**src/hdl/mode_cfg_pkg.sv**
```systemverilog
package mode_cfg_pkg;
	// serial framing
	localparam int          CMD_BITS      = 8;
	localparam int          DATA_BITS     = 16;
	localparam int          CNT_W         = 5;
	localparam logic [4:0]  MODE_ADDR     = 5'h06;
	localparam int          CMD_DIR_BIT   = 7;
	localparam int          CMD_ADDR_MSB  = 4;
	// mode register fields
	localparam int          HPF_BYP_BIT   = 0;
	localparam int          FACT_LO_BIT   = 1;
	localparam int          PULSE_OFF_BIT = 2;
	localparam int          DIP_OFF_BIT   = 3;
	localparam int          THERM_GO_BIT  = 5;
	localparam int          SOFT_RST_BIT  = 6;
	localparam int          CAL_SEL_BIT   = 7;
	localparam int          SHORT1_BIT    = 8;
	localparam int          SHORT2_BIT    = 9;
	localparam int          SWAP_BIT      = 10;
	localparam int          RATE_LSB      = 11;
	localparam int          SRC_LSB       = 13;
	localparam int          FACT_HI_BIT   = 15;
	localparam logic [15:0] MODE_RESET    = 16'h0000;
	// bit 4 reserved and bit 6 self-acting: never stored
	localparam logic [15:0] STORE_MASK    = 16'hFFAF;
	// soft reset quiet time
	localparam int          CLK_PERIOD_PS = 10000;
	localparam int          QUIET_TIME_PS = 18000000;
	localparam int          QUIET_CYCLES  = (QUIET_TIME_PS + CLK_PERIOD_PS - 1) / CLK_PERIOD_PS;
	localparam int          QUIET_W       = 11;
	// waveform update divisors
	localparam int          RATE_W        = 10;
	localparam int          DIV_128       = 128;
	localparam int          DIV_256       = 256;
	localparam int          DIV_512       = 512;
	localparam int          DIV_1024      = 1024;

	typedef enum logic [1:0] {
		SRC_POWER,
		SRC_RESERVED,
		SRC_CH1,
		SRC_CH2
	} wave_src_t;

	typedef enum {
		ST_CMD,
		ST_WRITE,
		ST_READ,
		ST_SKIP
	} ser_state_t;

	// last count value for a rate code
	function automatic logic [RATE_W-1:0] rate_term(input logic [1:0] code);
		case (code)
			2'b00:   rate_term = RATE_W'(DIV_128 - 1);
			2'b01:   rate_term = RATE_W'(DIV_256 - 1);
			2'b10:   rate_term = RATE_W'(DIV_512 - 1);
			default: rate_term = RATE_W'(DIV_1024 - 1);
		endcase
	endfunction

	// source code to sampled signal
	function automatic wave_src_t src_decode(input logic [1:0] code);
		case (code)
			2'b00:   src_decode = SRC_POWER;
			2'b10:   src_decode = SRC_CH1;
			2'b11:   src_decode = SRC_CH2;
			default: src_decode = SRC_RESERVED;
		endcase
	endfunction
endpackage

```
**src/hdl/wave_ctl_if.sv**
```systemverilog
`timescale 1ns/1ps
interface wave_ctl_if;
	import mode_cfg_pkg::*;
	logic [1:0] rate_sel;
	logic [1:0] source_sel;
	logic       sample_stb;
	wave_src_t  source;
	logic       source_valid;

	modport cfg (output rate_sel, output source_sel, input sample_stb, input source,
		input source_valid);
	modport timer (input rate_sel, input source_sel, output sample_stb, output source,
		output source_valid);
endinterface

```
**src/hdl/wave_timer.sv**
```systemverilog
`timescale 1ns/1ps
module wave_timer (
	input  wire logic   clk,
	input  wire logic   rstn,
	wave_ctl_if.timer   wv
);
	import mode_cfg_pkg::*;

	logic [RATE_W-1:0] cnt_q;
	logic [RATE_W-1:0] cnt_d;
	logic              stb_q;
	logic              stb_d;
	wave_src_t         src_q;
	wave_src_t         src_d;
	logic              valid_q;
	logic              valid_d;

	////////////////////////////////////////////////////////////////
	// update rate divider and source decode
	always_comb begin
		stb_d   = 1'b0;
		cnt_d   = RATE_W'(cnt_q + 1'b1);
		if (cnt_q >= rate_term(wv.rate_sel)) begin
			cnt_d = '0;
			stb_d = 1'b1;
		end
		src_d   = src_decode(wv.source_sel);
		valid_d = (src_d != SRC_RESERVED);
	end

	always_ff @(posedge clk) begin
		if (!rstn) begin
			cnt_q   <= '0;
			stb_q   <= 1'b0;
			src_q   <= SRC_POWER;
			valid_q <= 1'b1;
		end else begin
			cnt_q   <= cnt_d;
			stb_q   <= stb_d;
			src_q   <= src_d;
			valid_q <= valid_d;
		end
	end

	assign wv.sample_stb   = stb_q;
	assign wv.source       = src_q;
	assign wv.source_valid = valid_q;

	////////////////////////////////////////////////////////////////
	// checks
	rate_min_gap_a: assert property (@(posedge clk) disable iff (!rstn)
		stb_q |=> !stb_q [*8]) else $error("waveform strobes too close");
	rate_slow_gap_a: assert property (@(posedge clk) disable iff (!rstn)
		(stb_q && wv.rate_sel == 2'b11 && $stable(wv.rate_sel)) ##1 wv.rate_sel == 2'b11 [*8]
		|-> !stb_q) else $error("slow rate strobe early");
	src_ch1_a: assert property (@(posedge clk) disable iff (!rstn)
		wv.source_sel == 2'b10 |=> src_q == SRC_CH1 && valid_q) else $error("ch1 source wrong");
	src_reserved_a: assert property (@(posedge clk) disable iff (!rstn)
		wv.source_sel == 2'b01 |=> !valid_q) else $error("reserved source valid");
	src_power_a: assert property (@(posedge clk) disable iff (!rstn)
		wv.source_sel == 2'b00 |=> src_q == SRC_POWER) else $error("power source wrong");
endmodule // wave_timer

```
**src/hdl/energy_meter_mode_config.sv**
```systemverilog
// Function
// - mode bit 0 set bypasses channel 1 high-pass filter.
// - mode bit 2 set turns off the frequency pulse output.
// - mode bit 3 set suppresses line-voltage dip detection.
// - writing bit 5 starts thermal conversion; bit clears when done.
// - bit 6 resets the chip; host stays quiet for 18 us.
// - mode bit 7 selects calibration mode, else normal measurement.
// - bits 8 and 9 short converter 1 and converter 2 inputs.
// - bit 10 swaps analog input pairs between the converters.
// - bits 12..11 pick waveform rate clk/128, /256, /512, /1024.
// - bits 14..13 pick the waveform sample source.
// - source 00 power, 10 channel 1, 11 channel 2, 01 reserved.
// - command byte top bit selects write or read, data follows.
`timescale 1ns/1ps
module energy_meter_mode_config (
	input  wire logic                    clk,
	input  wire logic                    rstn,
	input  wire logic                    sclk,
	input  wire logic                    din,
	input  wire logic                    cs_n,
	output      logic                    dout,
	output      logic                    dout_oe,
	input  wire logic                    pulse_raw,
	output      logic                    frequency_pulse_out,
	input  wire logic                    dip_raw,
	output      logic                    dip_event,
	input  wire logic                    temp_conv_done,
	output      logic                    ch1_highpass_bypass,
	output      logic                    pulse_output_off,
	output      logic                    dip_detect_off,
	output      logic                    thermal_conv_go,
	output      logic                    soft_chip_reset,
	output      logic                    calibration_select,
	output      logic                    conv1_input_short,
	output      logic                    conv2_input_short,
	output      logic                    input_swap,
	output      logic                    factory_bit_low,
	output      logic                    factory_bit_high,
	output      logic [1:0]              waveform_rate_sel,
	output      logic [1:0]              waveform_source_sel,
	output      logic                    waveform_sample_stb,
	output      mode_cfg_pkg::wave_src_t waveform_source,
	output      logic                    waveform_source_valid
);
	import mode_cfg_pkg::*;

	logic                 sclk_m, sclk_s, sclk_p;
	logic                 din_m, din_s;
	logic                 cs_n_m, cs_n_s;
	logic                 rise;
	ser_state_t           state_q, state_d;
	logic [CNT_W-1:0]     cnt_q, cnt_d;
	logic [DATA_BITS-1:0] shin_q, shin_d;
	logic [DATA_BITS-1:0] shout_q, shout_d;
	logic [DATA_BITS-1:0] mode_q, mode_d;
	logic [QUIET_W-1:0]   quiet_q, quiet_d;
	logic                 pulse_q, pulse_d;
	logic                 dip_q, dip_d;
	logic [DATA_BITS-1:0] wdata;
	logic [CMD_BITS-1:0]  cmd;
	logic                 commit;

	////////////////////////////////////////////////////////////////
	// pin synchronisers
	always_ff @(posedge clk) begin
		if (!rstn) begin
			sclk_m <= 1'b0;
			sclk_s <= 1'b0;
			sclk_p <= 1'b0;
			din_m  <= 1'b0;
			din_s  <= 1'b0;
			cs_n_m <= 1'b1;
			cs_n_s <= 1'b1;
		end else begin
			sclk_m <= sclk;
			sclk_s <= sclk_m;
			sclk_p <= sclk_s;
			din_m  <= din;
			din_s  <= din_m;
			cs_n_m <= cs_n;
			cs_n_s <= cs_n_m;
		end
	end

	assign rise  = sclk_s && !sclk_p;
	assign wdata = {shin_q[DATA_BITS-2:0], din_s};
	assign cmd   = wdata[CMD_BITS-1:0];

	////////////////////////////////////////////////////////////////
	// serial framing, mode register, soft reset quiet time
	always_comb begin
		state_d = state_q;
		cnt_d   = cnt_q;
		shin_d  = shin_q;
		shout_d = shout_q;
		mode_d  = mode_q;
		quiet_d = quiet_q;
		commit  = 1'b0;
		if (temp_conv_done) begin
			mode_d[THERM_GO_BIT] = 1'b0;
		end
		if (quiet_q != '0) begin
			quiet_d = QUIET_W'(quiet_q - 1'b1);
			state_d = ST_CMD;
			cnt_d   = '0;
		end else if (cs_n_s) begin
			state_d = ST_CMD;
			cnt_d   = '0;
		end else if (rise) begin
			shin_d = wdata;
			cnt_d  = CNT_W'(cnt_q + 1'b1);
			case (state_q)
				ST_CMD: begin
					if (cnt_q == CNT_W'(CMD_BITS - 1)) begin
						cnt_d = '0;
						if (cmd[CMD_ADDR_MSB:0] != MODE_ADDR) begin
							state_d = ST_SKIP;
						end else if (cmd[CMD_DIR_BIT]) begin
							state_d = ST_WRITE;
						end else begin
							state_d = ST_READ;
							shout_d = mode_q & STORE_MASK;
						end
					end
				end
				ST_WRITE: begin
					if (cnt_q == CNT_W'(DATA_BITS - 1)) begin
						commit  = 1'b1;
						state_d = ST_SKIP;
						mode_d  = wdata & STORE_MASK;
						if (wdata[SOFT_RST_BIT]) begin
							mode_d  = MODE_RESET;
							quiet_d = QUIET_W'(QUIET_CYCLES);
						end
					end
				end
				ST_READ: begin
					shout_d = {shout_q[DATA_BITS-2:0], 1'b0};
					if (cnt_q == CNT_W'(DATA_BITS - 1)) begin
						state_d = ST_SKIP;
					end
				end
				ST_SKIP: cnt_d = cnt_q;
				default: state_d = ST_CMD;
			endcase
		end
		// gated event outputs
		pulse_d = pulse_raw && !mode_q[PULSE_OFF_BIT];
		dip_d   = dip_raw && !mode_q[DIP_OFF_BIT];
	end

	always_ff @(posedge clk) begin
		if (!rstn) begin
			state_q <= ST_CMD;
			cnt_q   <= '0;
			shin_q  <= '0;
			shout_q <= '0;
			mode_q  <= MODE_RESET;
			quiet_q <= '0;
			pulse_q <= 1'b0;
			dip_q   <= 1'b0;
		end else begin
			state_q <= state_d;
			cnt_q   <= cnt_d;
			shin_q  <= shin_d;
			shout_q <= shout_d;
			mode_q  <= mode_d;
			quiet_q <= quiet_d;
			pulse_q <= pulse_d;
			dip_q   <= dip_d;
		end
	end

	////////////////////////////////////////////////////////////////
	// outputs: serial read data, gated events, soft reset quiet flag and mode register fields
	assign dout                = shout_q[DATA_BITS-1];
	assign dout_oe             = (state_q == ST_READ) && !cs_n_s;
	assign frequency_pulse_out = pulse_q;
	assign dip_event           = dip_q;
	assign ch1_highpass_bypass = mode_q[HPF_BYP_BIT];
	assign pulse_output_off    = mode_q[PULSE_OFF_BIT];
	assign dip_detect_off      = mode_q[DIP_OFF_BIT];
	assign thermal_conv_go     = mode_q[THERM_GO_BIT];
	assign soft_chip_reset     = (quiet_q != '0);
	assign calibration_select  = mode_q[CAL_SEL_BIT];
	assign conv1_input_short   = mode_q[SHORT1_BIT];
	assign conv2_input_short   = mode_q[SHORT2_BIT];
	assign input_swap          = mode_q[SWAP_BIT];
	assign factory_bit_low     = mode_q[FACT_LO_BIT];
	assign factory_bit_high    = mode_q[FACT_HI_BIT];
	assign waveform_rate_sel   = mode_q[RATE_LSB +: 2];
	assign waveform_source_sel = mode_q[SRC_LSB +: 2];

	////////////////////////////////////////////////////////////////
	// waveform timing
	wave_ctl_if wv ();

	assign wv.rate_sel           = waveform_rate_sel;
	assign wv.source_sel         = waveform_source_sel;
	assign waveform_sample_stb   = wv.sample_stb;
	assign waveform_source       = wv.source;
	assign waveform_source_valid = wv.source_valid;

	wave_timer u_wave (
		.clk  (clk),
		.rstn (rstn),
		.wv   (wv)
	);

	////////////////////////////////////////////////////////////////
	// checks
	hpf_bypass_a: assert property (@(posedge clk) disable iff (!rstn)
		commit && !wdata[SOFT_RST_BIT] |=> ch1_highpass_bypass == $past(wdata[HPF_BYP_BIT]))
		else $error("filter bypass not written");
	pulse_off_a: assert property (@(posedge clk) disable iff (!rstn)
		pulse_output_off |=> !frequency_pulse_out) else $error("pulse while disabled");
	dip_off_a: assert property (@(posedge clk) disable iff (!rstn)
		dip_detect_off |=> !dip_event) else $error("dip while disabled");
	therm_clear_a: assert property (@(posedge clk) disable iff (!rstn)
		temp_conv_done && !commit |=> !thermal_conv_go) else $error("conversion bit stuck");
	soft_quiet_a: assert property (@(posedge clk) disable iff (!rstn)
		commit && wdata[SOFT_RST_BIT] |=> (soft_chip_reset && mode_q == MODE_RESET
		&& !dout_oe) [*8]) else $error("soft reset quiet wrong");
	cal_mode_a: assert property (@(posedge clk) disable iff (!rstn)
		commit && !wdata[SOFT_RST_BIT] |=> calibration_select == $past(wdata[CAL_SEL_BIT]))
		else $error("calibration bit not written");
	input_ctl_a: assert property (@(posedge clk) disable iff (!rstn)
		commit && !wdata[SOFT_RST_BIT] |=> {input_swap, conv2_input_short, conv1_input_short}
		== $past(wdata[SWAP_BIT:SHORT1_BIT])) else $error("input control not written");
	read_first_a: assert property (@(posedge clk) disable iff (!rstn)
		rise && !cs_n_s && quiet_q == '0 && state_q == ST_CMD && cnt_q == CNT_W'(CMD_BITS - 1)
		&& cmd == {3'b000, MODE_ADDR} |=> dout_oe && dout == $past(mode_q[FACT_HI_BIT]))
		else $error("read data not presented");
	reserved_zero_a: assert property (@(posedge clk) disable iff (!rstn)
		(mode_q & ~STORE_MASK) == '0) else $error("unstored bit held");

	write_cov: cover property (@(posedge clk) disable iff (!rstn) commit);
	read_cov: cover property (@(posedge clk) disable iff (!rstn) $rose(dout_oe));
	soft_chip_reset_cov: cover property (@(posedge clk) disable iff (!rstn) $fell(soft_chip_reset));
	therm_cov: cover property (@(posedge clk) disable iff (!rstn) $fell(thermal_conv_go));
endmodule // energy_meter_mode_config

```
**config.mk**
```make
export PLATFORM = sky130hd
export DESIGN_NAME = energy_meter_mode_config
export DESIGN_NICKNAME = d
export VERILOG_FILES = /design/src/hdl/mode_cfg_pkg.sv /design/src/hdl/wave_ctl_if.sv /design/src/hdl/wave_timer.sv /design/src/hdl/energy_meter_mode_config.sv
export SDC_FILE = /design/constraint.sdc
export NUM_CORES = 1
export LEC_CHECK = 0
export BUFFER_PORTS_ARGS = -buffer_cell sky130_fd_sc_hd__clkbuf_2
export CORE_UTILIZATION = 31
export DETAILED_ROUTE_END_ITERATION = 8
export GPL_TIMING_DRIVEN = 0
export PLACE_DENSITY = 0.44
export SLEW_MARGIN = 15
export SYNTH_ARGS = -nofsm -noshare
export SYNTH_HDL_FRONTEND = slang
export SYNTH_HIERARCHICAL = 1
export SYNTH_SLANG_ARGS = --single-unit
```
**constraint.sdc**
```tcl
create_clock -name clk -period 2.8 [get_ports clk]
set_input_delay 0.28 -clock clk [delete_from_list [all_inputs] [get_ports clk]]
set_output_delay 0.28 -clock clk [all_outputs]
set_load 0.1 [all_outputs]
```
==> results.yml, run 1 <==
die:
  die_area_um2: 13100
  start_util_pct: 32.2
  rows: 40
  die_w_um: 115
  die_h_um: 115
  core_um2: 12200
  boundaryPins: 31
critical_path:
  crit_arrival_ns: 2.25
  endpoint_kind: "output pin"
  required_ns: 2.52
  start_kind: "flop"
  r2r_end: "shout_q[11]"
  worstSetupPathType: "reg2out"
  r2r_slack_ns: 0.47
  path_max_fanout: 6
  r2r_start: "quiet_q[5]"
  rr_worst_depth: 6
logic_synthesis:
  synth.area.top_cells: "dfxtp_1, nand2_1, a21oi_1, ha_1, mux2i_1"
  synth-simple-area-share_pct: 23.7
  synthDistinctLibCells: 58
  synth_nets: 461
  async_reset_ff_share_pct: 0
  ys.flop_type: "dfxtp_1"
  synth_edf_count: 0
  ys_ff_latch: 86
  synthAdderAreaFrac_pct: 4.45
  syn_area_um2: 3930
  synth_warnings: 6
  synth_top_area_cell: "dfxtp_1"
  synth-compound-area-share_pct: 13.7
  synth_top_area_share_pct: 43.8
  syn_area_per_cell_um2: 8.96
  synth_cells: 439
  synth.mux.area_fraction_pct: 8.33
  synth_top_family_by_area: "simple AND/OR/NAND/NOR gates"
  ys_seq_area_share_pct: 43.8
  yosys.area_share.xor_xnor_pct: 1.56
sta:
  setup_viol: 0
  setup_slack_ns: 0.267
  slew_violations: 0
  max_slew_margin_pct: 34.6
  fin_crit_ns: 2.53
  fin_setup_tns_ns: 0
  final_hold_viol_count: 0
  worstMarginPinSlew_ns: 0.972
  fmax_ghz: 0.395
  fin_crit_sh_pct: 90.5
  fin_skew_ns: 0.00746
  rsz0062_at_grt: "no"
final_layout:
  ff_latch_area_um2: 1720
  final.fill_count: 1306
  layout_commonest_cell: "dfxtp_1"
  nets: 501
  num_antenna_cells: 0
  fin_area_um2: 4610
  layout_common_cells: "dfxtp_1, nand2_1, a21oi_1"
  syn2layout_area_growth_pct: 17.2
  stdcell_count: 652
  drive_gt1_share_pct: 16.1
  multi_input_area_um2: 2040
  final_util_pct: 37.8
grt:
  grt_overflow: 0
  grt_use_total_pct: 15.6
  grt_pass1_wl_um: 15500
  grtUsageMet1_pct: 21.2
  met2_usage_pct: 23.3
  grt_max_degree: 14
  grt_busiest_layer: "met2"
  grt_pass1_vias: 2997
  use_met3_pct: 4.45
  antenna_found_initial: 0
clock_tree:
  cts_tree: "built"
  clockBufferDepth: 2
  cts-root-buf: "clkbuf_16"
  htreeDepth: 3
  cts.sinks: 86
  cts_setup_buffers: 0
  worst_skew_pair.late_latency_ns: 0.34
  hold_buffers: 0
  clk_pin_slew_ns: 0.06
  cts_buffers: 9
routing:
  drt_wl_total_um: 9280
  wl_per_cell_um: 14.2
  via_per_inst: 4.86
  vias: 3167
  drc_errors: 0
  postRouteAntennaNets: 0
  firstDrtPassIters: 4
  drt_iter0_drc: 233
power_and_ir_drop:
  power.leakage_nw: 1.72
  vdd_drop_max_uv: 649
  power.density_nw_per_um2: 727
place:
  pre_cts_ws_ns: 0.312
  place_congestion: 0.791
  placed_cell_area_um2: 4300
  place_inst: 637
  dpl.hpwl_um: 6820
  portBuffers: 30
worst_hold_path:
  min_path_cells: 2
  hold_start: "cs_n"
  hp-class: "in2reg"
  whs_endpoint: "cs_n_m"
outcome:
  status: "finished, final reports clean"
flow_run:
  cap_violations: 0
## timing repair
action / in CTS / in global routing
setup endpoints to repair: 1 / 1
gates cloned: 0 / 0
gates resized for setup: 1 / 0
## where the power goes
part           leakage, nW  internal [W]  switching, W
Sequential           0.697       0.00129     0.0000831
Clock                0.157      0.000804      0.000483
Combinational        0.871      0.000262      0.000427
Total                 1.72       0.00236      0.000994
## stage by stage
| stage | total power, W | hold WS [ns] |
|---|---|---|
| after detailed placement | 0.00209 | 0.397 |
| final | 0.00335 | 0.129 |
| after CTS | 0.00340 | 0.118 |
| after floorplan | 0.00194 | 0.381 |
| after global placement | 0.00208 | 0.388 |
| after global routing | 0.00353 | 0.132 |
## layout make-up
cell class                 instances  area share, %
sequential                        86           37.3
multi-input combinational        312           44.2
clock buffer                      12           5.35
timing repair buffer              30           3.26
inverter                          15           1.22
clock inverter                     4           1.52
buffer                            25           2.55
tap                              168           4.56
## kinds of logic (layout without fill, tap and decap cells)
kind of cell	count (synthesis)	after routing
xor gates and xnor gates	7	7
and+or+nand+nor	173	173
buffers and inverters	41	86
adders and majority gates	14	14
muxes	31	31
AOI/OAI and AO/OA	87	87
DFF	86	86
## critical path, cell delays in order (launching register included)
cell and delay, ns:
dfxtp_1 0.35, inv_1 0.11, ha_1 0.21, or4b_4 0.53, nor3_4 0.21, inv_2 0.12, clkbuf_2 0.39
## sequential cells by signal, summed over array words and instances, names as in the netlist
name / flops
u_wave/wv.source_valid: 1
shout_q: 16
cs_n_m: 1
mode_q: 14
state_q: 2
sclk_s: 1
frequency_pulse_out: 1
sclk_m: 1
u_wave/wv.source: 2
u_wave/cnt_q: 10
dip_event: 1
quiet_q: 11
cs_n_s: 1
shin_q: 15
cnt_q: 5
din_s: 1
sclk_p: 1
u_wave/wv.sample_stb: 1
din_m: 1
## metal layers
| layer | share of wire, % | up-vias |
|---|---|---|
| li1 | - | 1637 |
| met1 | 52 | 1474 |
| met2 | 44 | 50 |
| met3 | 2.9 | 6 |
| met4 | 0.96 | 0 |
| met5 | 0 | - |
## cells in the mapped netlist (2+ instances only)
cell and instances:
dfxtp_1 86, nand2_1 72, a21oi_1 36, o21ai_0 22, clkbuf_1 19, mux2i_1 17
nor2_1 17, ha_1 14, mux2_2 14, nand4b_1 14, inv_1 13, nand3_1 10
nor4_1 9, and2_1 8, nand2b_1 6, nand4_1 6, xor2_1 5, a2111oi_0 4
nor3_1 4, or3_1 4, buf_2 3, buf_4 3, nor2b_1 3, nor3b_1 3
o211ai_1 3, o21a_1 3, o31ai_1 3, a2111oi_2 2, a21oi_2 2, a31oi_1 2
nand3b_1 2, nor4bb_1 2, or4_1 2, xnor2_1 2
## worst max path at each step
stage / slack (ns) / end / cells past startpoint / start
global route: 0.14 / dout_oe / 5 / state_q[0]
detailed placement: 0.31 / dout_oe / 6 / state_q[0]
CTS: 0.12 / dout_oe / 6 / state_q[0]
finish: 0.27 / soft_chip_reset / 6 / quiet_q[0]
global placement: 0.31 / dout_oe / 6 / state_q[0]
floorplan: 0.47 / dout_oe / 5 / state_q[0]
Power figures use the tool's default switching activity.
==> run 2, diff against run 1 <==
--- a/config.mk
+++ b/config.mk
@@ -10,6 +10,7 @@
 export DETAILED_ROUTE_END_ITERATION = 8
 export GPL_TIMING_DRIVEN = 0
 export PLACE_DENSITY = 0.44
+export REMOVE_ABC_BUFFERS = 1
 export SLEW_MARGIN = 15
 export SYNTH_ARGS = -nofsm -noshare
 export SYNTH_HDL_FRONTEND = slang
==> run 2 against run 1 <==
  * Worst hold slack worse by 0.0069 ns
  * Worst setup slack got worse by 0.046 ns
  * Register-to-register slack got worse by 0.16 ns
  * Clock power decreased by 8%
  * Critical endpoint is now dout_oe
  * Largest power group unchanged
  * Largest cell class unchanged
  * Maximum frequency is 1.8% lower
  * Die area is the same
  * Clock skew fell by 0.0019 ns
  * Routed wire length down 8.6%
  * Sequential power hardly changed
==> results.yml, run 2 (synthesized netlist as in run 1, its figures left out) <==
sta:
  slew_violations: 0
  setup_viol: 0
  setup_slack_ns: 0.221
  max_slew_margin_pct: 30.8
  worstMarginPinSlew_ns: 1.04
  fin_crit_ns: 2.58
  rsz0062_at_grt: "no"
  fin_crit_sh_pct: 92.1
  final_hold_viol_count: 0
  fmax_ghz: 0.388
  fin_skew_ns: 0.00552
routing:
  drt_iter0_drc: 219
  postRouteAntennaNets: 0
  wl_per_cell_um: 13.5
  vias: 3100
  firstDrtPassIters: 4
  drc_errors: 0
  via_per_inst: 4.92
  drt_wl_total_um: 8480
die:
  die_area_um2: 13100
  rows: 40
  start_util_pct: 32.2
  core_um2: 12200
  die_w_um: 115
  boundaryPins: 31
  die_h_um: 115
grt:
  grt_pass1_vias: 2862
  grt_max_degree: 52
  antenna_found_initial: 0
  grt_use_total_pct: 13.9
  grt_pass1_wl_um: 14300
  grt_overflow: 0
outcome:
  status: "finished, final reports clean"
clock_tree:
  worst_skew_pair.late_latency_ns: 0.33
  clk_pin_slew_ns: 0.06
  htreeDepth: 3
  cts-root-buf: "clkbuf_16"
  cts_tree: "built"
  cts.sinks: 86
  cts_buffers: 9
  clockBufferDepth: 2
place:
  placed_cell_area_um2: 4190
  pre_cts_ws_ns: -0.334
  place_congestion: 0.762
  portBuffers: 30
  dpl.hpwl_um: 5260
power_and_ir_drop:
  combPwrFrac_pct: 21.1
  switchingPower_w: 0.00100
  intPower_w: 0.00225
  pwr-share-seq_pct: 42.4
  swShare_pct: 30.9
  vdd_drop_max_uv: 280
  power.leakage_nw: 1.66
  p_clk_share_pct: 36.4
  power.density_nw_per_um2: 722
final_layout:
  layout_commonest_cell: "dfxtp_1"
  largest_reg_flops: 16
  num_antenna_cells: 0
  top_register: "shout_q"
  nets: 479
  final_util_pct: 36.9
  final.fill_count: 1291
  drive_gt1_share_pct: 16.7
  syn2layout_area_growth_pct: 14.6
  layout_common_cells: "dfxtp_1, nand2_1, a21oi_1"
  reg_top3: "shout_q: 16 flops, shin_q: 15 flops, mode_q: 14 flops"
  fin_area_um2: 4510
worst_hold_path:
  hold_start: "cs_n"
  min_path_cells: 2
  whs_endpoint: "cs_n_m"
  hp-class: "in2reg"
critical_path:
  required_ns: 2.52
  path_max_fanout: 18
  r2r_slack_ns: 0.31
  worstSetupPathType: "reg2out"
  r2r_end: "shin_q[1]"
  rr_worst_depth: 6
  crit_arrival_ns: 2.30
  endpoint_kind: "output pin"
  r2r_start: "quiet_q[0]"
  start_kind: "flop"
flow_run:
  cap_violations: 0
[run 2: cell type report]
cell class	instances	area, µm²	area share, %
multi-input cells	313	2060	45.6
well taps	168	210	4.66
clock inverters	7	72.6	1.61
inverters	15	56.3	1.25
flip-flops and latches	86	1720	38.2
repair buffers	32	165	3.66
clock buffers	9	225	5.00
[run 2: power groups by stage]
stage          Clock [W]  Sequential [W]  Combinational (W)
6_report         0.00119         0.00138           0.000687
5_1_grt          0.00129         0.00139           0.000770
4_1_cts          0.00124         0.00138           0.000694
3_5_place_dp           0         0.00140           0.000670
3_3_place_gp           0         0.00140           0.000661
2_1_floorplan          0         0.00140           0.000537
[run 2: metrics by stage]
step,TNS [ns],instances,power (W),hold WS (ns)
6_report,0,630,0.00325,0.122
4_1_cts,0,629,0.00331,0.109
5_1_grt,0,630,0.00345,0.123
3_5_place_dp,-5.43,612,0.00207,0.403
3_3_place_gp,-6.53,611,0.00206,0.391
2_1_floorplan,0,413,0.00193,0.353
[run 2: what timing repair did]
item | 4_1_cts | 5_1_grt
gates cloned | 1 | 0
hold endpoints to repair | 0 | 0
hold buffers | 0 | 0
resized for setup | 1 | 1
setup buffers | 0 | 1
pin swaps | 1 | 1
endpoints found under the setup margin | 29 | 29
[run 2: worst max path at each step]
| stage | startpoint | to | slack [ns] |
|---|---|---|---|
| 3_3_place_gp | quiet_q[5] | mode_q[8] | -0.32 |
| 3_5_place_dp | quiet_q[4] | mode_q[8] | -0.33 |
| 5_1_grt | quiet_q[0] | shin_q[3] | 0.03 |
| 4_1_cts | quiet_q[0] | mode_q[2] | 0.06 |
| 6_report | state_q[0] | dout_oe | 0.22 |
| 2_1_floorplan | mode_q[12] | u_wave/cnt_q[5] | 0.003 |
[run 2: routing by layer]
metal / track usage, % / wire length [µm] / vias up
li1: - / - / 1603
met5: 0 / 0 / -
met1: 18.8 / 4370 / 1448
met2: 21.7 / 3800 / 41
met4: 4.42 / 94 / 0
met3: 3.34 / 224 / 8
[run 2: worst max-delay path, stage by stage (launching register included)]
cell and delay, ns:
dfxtp_1 0.36, inv_1 0.10, ha_1 0.81, nor2b_1 0.23, clkbuf_2 0.47
